[config.mk]
export PLATFORM = sky130hd
export DESIGN_NAME = evb_top
export DESIGN_NICKNAME = d
export VERILOG_FILES = /design/src/rtl/evb_pkg.sv /design/src/rtl/evb_fmt.sv /design/src/rtl/evb_irq.sv /design/src/rtl/evb_top.sv
export VERILOG_INCLUDE_DIRS = /design/src /design/src/rtl
export SDC_FILE = /design/constraint.sdc
export NUM_CORES = 1
export LEC_CHECK = 0
export ABC_CLOCK_PERIOD_IN_PS = 4240
export BUFFER_PORTS_ARGS = -buffer_cell sky130_fd_sc_hd__buf_2
export CAP_MARGIN = 5
export CORE_MARGIN = 2
export CORE_UTILIZATION = 45
export DETAILED_ROUTE_END_ITERATION = 6
export GPL_TIMING_DRIVEN = 0
export PLACE_DENSITY_LB_ADDON = 0.12
export SETUP_SLACK_MARGIN = 0.2
export SYNTH_ARGS = -nofsm -noshare
export SYNTH_HDL_FRONTEND = slang
export SYNTH_SLANG_ARGS = --single-unit
[constraint.sdc]
create_clock -name pclk -period 4.24 [get_ports pclk]
set_input_delay 1.06 -clock pclk [delete_from_list [all_inputs] [get_ports pclk]]
set_output_delay 1.06 -clock pclk [all_outputs]
set_load 0.005 [all_outputs]
[src/rtl/evb_defines.svh]
`ifndef EVB_DEFINES_SVH
`define EVB_DEFINES_SVH

// Register byte offsets
`define EVB_A_CTRL       8'h00
`define EVB_A_NEGO_REQ   8'h04
`define EVB_A_NEGO_RESP  8'h08
`define EVB_A_NEGO_SIZE  8'h0c
`define EVB_A_TERM_LIM   8'h10
`define EVB_A_EVT_ID     8'h14
`define EVB_A_EVT_STATE  8'h18
`define EVB_A_READ_LO    8'h1c
`define EVB_A_READ_HI    8'h20
`define EVB_A_STATUS     8'h24
`define EVB_A_MASK       8'h28
`define EVB_A_TX_STAT    8'h2c

// Control bits
`define EVB_CTRL_START   0
`define EVB_CTRL_PUNK    1

// Status bits
`define EVB_ST_NEGO_OK   0
`define EVB_ST_NEGO_BAD  1
`define EVB_ST_SENT      2
`define EVB_ST_POLL      3
`define EVB_ST_BAD_EVT   4
`define EVB_ST_W         5

// Sizes and result codes
`define EVB_DEF_BUF      16'h0100
`define EVB_MIN_BUF      16'h0100
`define EVB_RC_OK        8'h00
`define EVB_RC_BAD_SIZE  8'h80
`define EVB_RC_UNSUP     8'h05
`define EVB_MAX_MEMBER   8'h07

`endif

[src/rtl/evb_pkg.sv]
package evb_pkg;

  typedef enum logic [1:0] {
    EVB_IDLE  = 2'b00,
    EVB_CHECK = 2'b01,
    EVB_SEND  = 2'b11,
    EVB_DONE  = 2'b10
  } evb_state_t;

  typedef enum logic [7:0] {  // RL17
    EVB_CAT_OP   = 8'h00,
    EVB_CAT_DISC = 8'h01,
    EVB_CAT_NUM  = 8'h02
  } evb_cat_t;

  // Bytes of the reading for a width code
  function automatic logic [3:0] evb_reading_bytes(input logic [2:0] w);
    return 4'h1 << w[2:1];
  endfunction : evb_reading_bytes

  // Payload bytes for a category
  function automatic logic [4:0] evb_payload_len(input logic [7:0] cat,
                                                 input logic [2:0] w);
    case (cat)
      EVB_CAT_DISC: return 5'h06;
      EVB_CAT_NUM:  return 5'h06 + {1'b0, evb_reading_bytes(w)};
      default:      return 5'h05;
    endcase
  endfunction : evb_payload_len

endpackage : evb_pkg

[src/rtl/evb_fmt.sv]
`timescale 1ns/1ps
`default_nettype none
module evb_fmt
  import evb_pkg::*;
(
  // Event fields
  input  wire logic [15:0] sensor_identifier,
  input  wire logic [7:0]  sensor_event_category,
  input  wire logic [7:0]  composite_member_index,
  input  wire logic [7:0]  current_event_state,
  input  wire logic [7:0]  prior_event_state,
  input  wire logic [2:0]  reading_width_code,
  input  wire logic [63:0] current_reading,
  // Byte select
  input  wire logic [4:0]  idx,
  output logic      [7:0]  byte_out,
  output logic             byte_last
);

  logic [4:0] len;
  logic [2:0] rsel;

  always_comb
  begin
    len       = evb_payload_len(sensor_event_category, reading_width_code);
    rsel      = 3'(idx - 5'h06);
    byte_last = (idx == 5'(len - 5'h01));
    case (idx)
      5'h00: byte_out = sensor_identifier[7:0];   // RL10
      5'h01: byte_out = sensor_identifier[15:8];  // RL10
      5'h02: byte_out = sensor_event_category;    // RL11
      5'h03:
        byte_out = (sensor_event_category == EVB_CAT_DISC) ?
                   composite_member_index : current_event_state;  // RL12
      5'h04:
        byte_out = (sensor_event_category == EVB_CAT_DISC) ?
                   current_event_state : prior_event_state;  // RL13
      5'h05:
        byte_out = (sensor_event_category == EVB_CAT_NUM) ?
                   {5'h00, reading_width_code} : prior_event_state;  // RL16
      default: byte_out = current_reading[{rsel, 3'b000} +: 8];  // RL16
    endcase
  end

endmodule : evb_fmt
`default_nettype wire

[src/rtl/evb_irq.sv]
`timescale 1ns/1ps
`default_nettype none
module evb_irq
  import evb_pkg::*;
#(
  parameter int W = 5
)
(
  // Clock and reset
  input  wire logic         pclk,
  input  wire logic         presetn,
  input  wire logic         ce,
  // Events and software access
  input  wire logic [W-1:0] set,
  input  wire logic         rd_clear,
  input  wire logic         mask_we,
  input  wire logic [W-1:0] mask_wdata,
  output logic      [W-1:0] status_ff,
  output logic      [W-1:0] mask_ff,
  output logic              irq_ff
);

  // Sticky status, set wins over read clear
  always_ff @(posedge pclk or negedge presetn)
    if (!presetn)
      status_ff <= '0;
    else if (ce)
      status_ff <= (rd_clear ? '0 : status_ff) | set;

  always_ff @(posedge pclk or negedge presetn)
    if (!presetn)
      mask_ff <= '0;
    else if (ce && mask_we)
      mask_ff <= mask_wdata;

  always_ff @(posedge pclk or negedge presetn)
    if (!presetn)
      irq_ff <= 1'b0;
    else if (ce)
      irq_ff <= |(((rd_clear ? '0 : status_ff) | set) & mask_ff);

endmodule : evb_irq
`default_nettype wire

[src/rtl/evb_top.sv]
// Behaviour
// RL1: Negotiated size is the smaller of receiver and terminus limits.
// RL2: Receiver fetches oversized events with the polled fetch command.
// RL3: Oversized event raises a poll-needed notice instead of being sent.
// RL4: Without negotiation the buffer size is 256 bytes.
// RL5: Receiver limit below 256 answers with result code 0x80.
// RL6: Receiver limit is 16 bits, header plus payload only.
// RL7: Answer is 8-bit result code then 16-bit terminus limit.
// RL8: Negotiated size applies to every event, asynchronous or polled.
// RL9: No limit below 256 may be advertised by either side.
// RL10: Event data opens with the 16-bit sensor identifier.
// RL11: An 8-bit event category follows the identifier.
// RL12: Discrete events carry member index limited to 0 through 7.
// RL13: Discrete events then carry the current event state.
// RL14: Negotiation support is optional, recommended with receiver setup.
// RL15: Prior state follows; repeats current state when unknown.
// RL16: Numeric events carry width code then reading in that width.
// RL17: Categories are 0 operational, 1 discrete, 2 numeric.
`timescale 1ns/1ps
`default_nettype none
`include "evb_defines.svh"
module evb_top
  import evb_pkg::*;
#(
  parameter logic        NEGO_SUPPORTED = 1'b1,
  parameter logic [15:0] TERM_LIMIT_RST = 16'h0400,
  parameter logic [15:0] HDR_BYTES      = 16'h0010
)
(
  // Clock, reset, enable
  input  wire logic        pclk,
  input  wire logic        presetn,
  input  wire logic        ce,
  // APB slave
  input  wire logic        psel,
  input  wire logic        penable,
  input  wire logic        pwrite,
  input  wire logic [7:0]  paddr,
  input  wire logic [31:0] pwdata,
  output logic             pready,
  output logic      [31:0] prdata,
  output logic             pslverr,
  // Event byte stream
  output logic             tx_valid,
  output logic      [7:0]  tx_data,
  output logic             tx_last,
  input  wire logic        tx_ready,
  // Notices
  output logic             poll_needed_notice,
  output logic             irq
);

  logic             pready_ff;
  logic [31:0]      prdata_ff;
  logic             pslverr_ff;
  logic             tx_valid_ff;
  logic [7:0]       tx_data_ff;
  logic             tx_last_ff;
  logic             poll_ff;
  logic             irq_ff;
  evb_state_t       state_ff;
  logic [4:0]       idx_ff;
  logic             punk_ff;
  logic [15:0]      term_limit_ff;
  logic [15:0]      nego_size_ff;
  logic             nego_done_ff;
  logic [7:0]       result_code_ff;
  logic [15:0]      id_ff;
  logic [7:0]       cat_ff;
  logic [7:0]       member_ff;
  logic [7:0]       cur_ff;
  logic [7:0]       prior_ff;
  logic [2:0]       wcode_ff;
  logic [63:0]      reading_ff;
  logic [`EVB_ST_W-1:0] status;
  logic [`EVB_ST_W-1:0] mask;
  logic [`EVB_ST_W-1:0] ev_set;
  logic             wr_en;
  logic             rd_en;
  logic             setup;
  logic             busy;
  logic             start;
  logic [15:0]      req_lim;
  logic [15:0]      total_len;
  logic             oversize;
  logic             bad_evt;
  logic [7:0]       prior_eff;
  logic [7:0]       fmt_byte;
  logic             fmt_last;
  logic             load;
  logic             mapped;
  logic [31:0]      rd_mux;

  assign pready             = pready_ff;
  assign prdata             = prdata_ff;
  assign pslverr            = pslverr_ff;
  assign tx_valid           = tx_valid_ff;
  assign tx_data            = tx_data_ff;
  assign tx_last            = tx_last_ff;
  assign poll_needed_notice = poll_ff;
  assign irq                = irq_ff;

  // Bus decode
  assign setup   = psel && !penable;
  assign wr_en   = ce && psel && penable && pready_ff && pwrite;
  assign rd_en   = ce && psel && penable && pready_ff && !pwrite;
  assign busy    = (state_ff != EVB_IDLE);
  assign start   = wr_en && (paddr == `EVB_A_CTRL) &&
                   pwdata[`EVB_CTRL_START] && !busy;
  assign req_lim = pwdata[15:0];  // RL6

  always_comb
  begin
    mapped = 1'b1;
    rd_mux = 32'h0;
    case (paddr)
      `EVB_A_CTRL:      rd_mux = {30'h0, punk_ff, 1'b0};
      `EVB_A_NEGO_REQ:  rd_mux = 32'h0;
      `EVB_A_NEGO_RESP: rd_mux = {8'h0, term_limit_ff, result_code_ff};
      `EVB_A_NEGO_SIZE: rd_mux = {15'h0, nego_done_ff, nego_size_ff};
      `EVB_A_TERM_LIM:  rd_mux = {16'h0, term_limit_ff};
      `EVB_A_EVT_ID:    rd_mux = {member_ff, cat_ff, id_ff};
      `EVB_A_EVT_STATE: rd_mux = {13'h0, wcode_ff, prior_ff, cur_ff};
      `EVB_A_READ_LO:   rd_mux = reading_ff[31:0];
      `EVB_A_READ_HI:   rd_mux = reading_ff[63:32];
      `EVB_A_STATUS:    rd_mux = {27'h0, status};
      `EVB_A_MASK:      rd_mux = {27'h0, mask};
      `EVB_A_TX_STAT:   rd_mux = {31'h0, busy};
      default:          mapped = 1'b0;
    endcase
  end

  // APB answer, one access cycle
  always_ff @(posedge pclk or negedge presetn)
    if (!presetn)
    begin
      pready_ff  <= 1'b0;
      prdata_ff  <= 32'h0;
      pslverr_ff <= 1'b0;
    end
    else if (ce)
    begin
      pready_ff  <= setup;
      prdata_ff  <= (setup && !pwrite) ? rd_mux : 32'h0;
      pslverr_ff <= setup && !mapped;
    end
  // Terminus limit, never below the minimum
  always_ff @(posedge pclk or negedge presetn)
    if (!presetn)
      term_limit_ff <= TERM_LIMIT_RST;
    else if (wr_en && paddr == `EVB_A_TERM_LIM)
      term_limit_ff <= (pwdata[15:0] < `EVB_MIN_BUF) ?
                       `EVB_MIN_BUF : pwdata[15:0];  // RL9
  // Size negotiation command
  always_ff @(posedge pclk or negedge presetn)
    if (!presetn)
    begin
      nego_size_ff   <= `EVB_DEF_BUF;  // RL4
      nego_done_ff   <= 1'b0;
      result_code_ff <= `EVB_RC_OK;
    end
    else if (wr_en && paddr == `EVB_A_NEGO_REQ)
    begin
      if (!NEGO_SUPPORTED)
        result_code_ff <= `EVB_RC_UNSUP;  // RL14
      else if (req_lim < `EVB_MIN_BUF)
        result_code_ff <= `EVB_RC_BAD_SIZE;  // RL5
      else
      begin
        result_code_ff <= `EVB_RC_OK;  // RL7
        nego_done_ff   <= 1'b1;
        nego_size_ff   <= (req_lim < term_limit_ff) ?
                          req_lim : term_limit_ff;  // RL1
      end
    end
  // Event field registers, locked while busy
  always_ff @(posedge pclk or negedge presetn)
    if (!presetn)
    begin
      punk_ff    <= 1'b0;
      id_ff      <= 16'h0;
      cat_ff     <= 8'h0;
      member_ff  <= 8'h0;
      cur_ff     <= 8'h0;
      prior_ff   <= 8'h0;
      wcode_ff   <= 3'h0;
      reading_ff <= 64'h0;
    end
    else if (wr_en && !busy)
    begin
      case (paddr)
        `EVB_A_CTRL:      punk_ff <= pwdata[`EVB_CTRL_PUNK];
        `EVB_A_EVT_ID:
        begin
          id_ff     <= pwdata[15:0];
          cat_ff    <= pwdata[23:16];
          member_ff <= pwdata[31:24];
        end
        `EVB_A_EVT_STATE:
        begin
          cur_ff   <= pwdata[7:0];
          prior_ff <= pwdata[15:8];
          wcode_ff <= pwdata[18:16];
        end
        `EVB_A_READ_LO:   reading_ff[31:0] <= pwdata;
        `EVB_A_READ_HI:   reading_ff[63:32] <= pwdata;
        default:          punk_ff <= punk_ff;
      endcase
    end
  // Event checks
  assign prior_eff = punk_ff ? cur_ff : prior_ff;  // RL15
  assign total_len = HDR_BYTES + {11'h0, evb_payload_len(cat_ff, wcode_ff)};
  assign oversize  = total_len > nego_size_ff;  // RL8
  assign bad_evt   = (cat_ff > EVB_CAT_NUM) ||
                     (cat_ff == EVB_CAT_DISC &&
                      member_ff > `EVB_MAX_MEMBER);  // RL12
  assign load      = (state_ff == EVB_SEND) && (!tx_valid_ff || tx_ready);

  evb_fmt u_fmt (
    .sensor_identifier      (id_ff),
    .sensor_event_category  (cat_ff),
    .composite_member_index (member_ff),
    .current_event_state    (cur_ff),
    .prior_event_state      (prior_eff),
    .reading_width_code     (wcode_ff),
    .current_reading        (reading_ff),
    .idx                    (idx_ff),
    .byte_out               (fmt_byte),
    .byte_last              (fmt_last)
  );
  // Transmit sequencer
  always_ff @(posedge pclk or negedge presetn)
    if (!presetn)
    begin
      state_ff <= EVB_IDLE;
      idx_ff   <= 5'h0;
    end
    else if (ce)
    begin
      case (state_ff)
        EVB_IDLE:
          if (start)
            state_ff <= EVB_CHECK;
        EVB_CHECK:
        begin
          idx_ff   <= 5'h0;
          state_ff <= (bad_evt || oversize) ? EVB_IDLE : EVB_SEND;  // RL3
        end
        EVB_SEND:
          if (load)
          begin
            idx_ff <= idx_ff + 5'h01;
            if (fmt_last)
              state_ff <= EVB_DONE;
          end
        EVB_DONE:
          if (tx_ready)
            state_ff <= EVB_IDLE;
        default:   state_ff <= EVB_IDLE;
      endcase
    end
  // Stream output
  always_ff @(posedge pclk or negedge presetn)
    if (!presetn)
    begin
      tx_valid_ff <= 1'b0;
      tx_data_ff  <= 8'h0;
      tx_last_ff  <= 1'b0;
    end
    else if (ce)
    begin
      if (load)
      begin
        tx_valid_ff <= 1'b1;
        tx_data_ff  <= fmt_byte;
        tx_last_ff  <= fmt_last;
      end
      else if (state_ff == EVB_DONE && tx_ready)
      begin
        tx_valid_ff <= 1'b0;
        tx_last_ff  <= 1'b0;
      end
    end
  // Poll-needed notice for the receiver to fetch by polling
  always_ff @(posedge pclk or negedge presetn)
    if (!presetn)
      poll_ff <= 1'b0;
    else if (ce)
      poll_ff <= (state_ff == EVB_CHECK) && !bad_evt && oversize;  // RL3 RL2
  // Interrupt sources
  always_comb
  begin
    ev_set = '0;
    ev_set[`EVB_ST_NEGO_OK]  = wr_en && paddr == `EVB_A_NEGO_REQ &&
                               NEGO_SUPPORTED && req_lim >= `EVB_MIN_BUF;
    ev_set[`EVB_ST_NEGO_BAD] = wr_en && paddr == `EVB_A_NEGO_REQ &&
                               (!NEGO_SUPPORTED || req_lim < `EVB_MIN_BUF);
    ev_set[`EVB_ST_SENT]     = ce && state_ff == EVB_DONE && tx_ready;
    ev_set[`EVB_ST_POLL]     = ce && state_ff == EVB_CHECK && !bad_evt &&
                               oversize;
    ev_set[`EVB_ST_BAD_EVT]  = ce && state_ff == EVB_CHECK && bad_evt;
  end

  evb_irq #(.W (`EVB_ST_W)) u_irq (
    .pclk       (pclk),
    .presetn    (presetn),
    .ce         (ce),
    .set        (ev_set),
    .rd_clear   (rd_en && paddr == `EVB_A_STATUS),
    .mask_we    (wr_en && paddr == `EVB_A_MASK),
    .mask_wdata (pwdata[`EVB_ST_W-1:0]),
    .status_ff  (status),
    .mask_ff    (mask),
    .irq_ff     (irq_ff)
  );
endmodule : evb_top
`default_nettype wire

==> metrics.md <==
| Metric | Value |
|---|---|
| Design Area, Final | around 13,000 sq um |
| Post-synth top flop | dfrtp_1 |
| Clock Latency Late Sink | between 0.5 and 0.6 ns |
| GRT overflow | 0 |
| Max-cap violations | 0 |
| Sequential cell area | 5330 sq um |
| Static leakage | ~0.006 uW |
| CP max FO | 10 |
| Via density | 6.34 |
| Average routed wire per standard cell | approximately 27 microns |
| Hold slack | roughly 0.47 ns |
| Post-Synthesis Cells | about 1,000 |
| Setup-failing EPs final | 0 |
| Layout cell share with drive strength beyond 1 | 29.0% |
| Die H | 162 microns |
| Gr usage total | 30.1% |
| Ys Warns | 0 |
| DRC violation count after routing | 2 |
| Reg clk slew, reported paths | about 0.06 ns |
| FMAX | about 260 MHz |
| Area delta synth->final | 15.5% |
| Synth async-reset ratio | 100% |
| Clock buffer depth | 3 |
| Largest cells by area after synthesis | dfrtp_1 47%, mux2_2 14%, ha_1 3.4% |
| Die Wd | around 160 microns |
| Initial antenna violation count | 0 |
| Worst EP required | around 4.7 ns |
| H-tree Lvls | 1 |
| Number of flops mapped to enable cells by yosys | 0 |
| Initial Utilization | 46.0% |
| #FFs+latches synth | 213 |
| Slew margin rel. | between 20% and 30% |
| Vias in the first global route | ~9,000 |
| CTS tree | built |
| Syn_area_per_cell | 11.3 sq um |
| # diodes | 0 |
| Commonest cells in the synthesized netlist | 211 x dfrtp_1, 141 x mux2_2, 77 x nand2_1 |
| Post-synth top area share | a little under half |
| Net count after synthesis | between 1,000 and 1,500 |
| Final-report max-slew violation count | 0 |
| Multi-input logic area | 5510 sq um |
| DP Area | 12,100 sq um |
| Largest net degree at the start of global routing | roughly 120 |
| Synth cell types | 68 |
| Min-Delay Path Class | reg -> reg |
| Dpl ws | ~0.46 ns |
| Sequential cell area fraction in the yosys report | a little under half |
| Dpl hpwl | about 29,000 microns |
| WP data arrival | between 4 and 5 ns |
| First-pass DRT Iterations | 7 |
| Die Area | about 26,000 sq um |
| Critical path class | reg -> reg |
| Vias | slightly above 9,000 |
| Pwr dens | about 350 nW/um^2 |
| Tcrit/Tclk final | between 90% and 100% |
| Final WL | a little under 40,000 microns |
| Clock root buffer | clkbuf_16 |
| Slew of the pin with the lowest slew margin | 1.19 ns |
| 1st-iter DRT viols | roughly 1,100 |
| Post-CTS Setup Inserts | 0 |
| Buffers on Ports | just under 90 |
| Cell taking the most area after synthesis | dfrtp_1 |
| Hold Buf Count CTS | 0 |
| Core Region | between 20,000 and 25,000 sq um |
| Type of origin of the critical path | flop |
| Final worst setup slack | around 0.4 ns |
| Most common cell in the netlist | dfrtp_1 |
| Final GP Congestion | approximately 0.98 |
| Num CTS Buffers | 24 |
| Fill cell count | 2,221 |
| Critical Path End Type | flop |
| Clock period minus worst slack | roughly 3.8 ns |
| I/O pin count | 93 |
| Nets@finish | between 1,000 and 1,500 |
| Post-synthesis instance area | about 11,000 sq um |
| First-pass GRT wire length | a little under 60,000 microns |
| Clk_skew | 0.0149 ns |
| CTS-repair resized insts | 0 |
| Failing checks | DRC |
| Peak VDD IR | a little under 0.3 mV |
| Number of clock sinks | about 210 |
| Site Rows | 57 |
| ANT nets after route | 0 |
| Total chip power | between 4000 and 5000 uW |
| Run status | complete, but fails checks |
| Final hold violations | 0 |
| RSZ-0062 raised after global routing | no |
## cells by family after synthesis
| logic type | count (synthesis) | synth area share (%) |
|---|---|---|
| compound gates | 262 | 16.6 |
| xor+xnor | 9 | 0.701 |
| fa+ha+maj | 31 | 3.45 |
| buf+inv | 95 | 3.60 |
| flops | 213 | 47.4 |
| mux | 164 | 18.1 |
| simple gates | 224 | 10.2 |
## registers in the layout (all words and copies together) (netlist names), 2 cells and up
signal,cells
member_ff,8
tx_data,8
prior_ff,8
cat_ff,8
id_ff,16
state_ff,2
u_irq.status_ff,5
wcode_ff,3
prdata,32
u_irq.mask_ff,5
idx_ff,5
cur_ff,8
nego_size_ff,16
reading_ff,64
term_limit_ff,16
## cell usage in the layout, fill, tap and decap left out, types with 13 or more instances in the layout
master / count
mux2_2: 141
buf_2: 102
a21oi_1: 45
nor2_1: 50
inv_1: 28
a222oi_1: 37
o21ai_0: 42
clkbuf_16: 25
nand2_1: 77
clkbuf_1: 44
dfrtp_1: 211
o2bb2ai_1: 13
mux4_2: 17
ha_1: 31
a21o_1: 30
nand3_1: 21
a31oi_1: 22
a22oi_1: 30
## metal layers
| layer | up-vias | wire length (microns) | GRT usage [%] |
|---|---|---|---|
| met1 | 4609 | 16700 | 42.1 |
| li1 | 4036 | - | - |
| met3 | 85 | 3770 | 8.04 |
| met5 | - | 0 | 0 |
| met4 | 0 | 1650 | 10.8 |
| met2 | 490 | 16800 | 45.0 |
## final cells by class
class                   instances  share of cell area, %
clock buffers                  35                   5.64
repair buffers                 90                   3.72
multi-input cells             690                   42.4
clock inverters                 7                  0.915
inverters                      28                  0.809
flip-flops and latches        213                   41.0
plain buffers                  67                   2.31
well taps                     324                   3.12
## where the power goes
part | internal (uW) | leakage, uW | switching, uW
clock network | 1380 | 0.000413 | 853
registers | 2040 | 0.00291 | 7.22
logic | 57.8 | 0.00286 | 157
total | 3470 | 0.00618 | 1020
## metrics by stage
step | TNS [ns] | util (%) | cells
floorplan | 0 | - | 998
global placement | -360.49 | 49.5 | 1411
detailed placement | 0 | 49.6 | 1412
CTS | 0 | 53.1 | 1454
global route | 0 | 53.1 | 1454
finish | 0 | 53.1 | 1454
## worst max-delay path, stage by stage (launching register included)
cell,delay (ns)
dfrtp_1,0.45
nor4_1,0.77
nand2_1,0.18
clkbuf_1,0.31
or2_2,0.41
ha_1,0.31
o21a_1,0.12
o22ai_1,0.07
a211oi_1,0.46
nand3_1,0.27
a21bo_2,0.25
a41oi_1,0.14
## worst paths after layout
kind | start | endpoint | slack (ns) | cells after the start
worst max register to register | cat_ff[6] | u_irq.irq_ff | 0.40 | 11
worst min-delay path | prdata[21] | prdata[21] | 0.47 | 1
max in group asynchronous | presetn | reading_ff[47] | 2.58 | 2
min in group asynchronous | presetn | tx_last | 0.59 | 1
worst min register to register | prdata[21] | prdata[21] | 0.47 | 1
worst max-delay path | cat_ff[6] | u_irq.irq_ff | 0.40 | 11
Power figures use the tool's default switching activity.
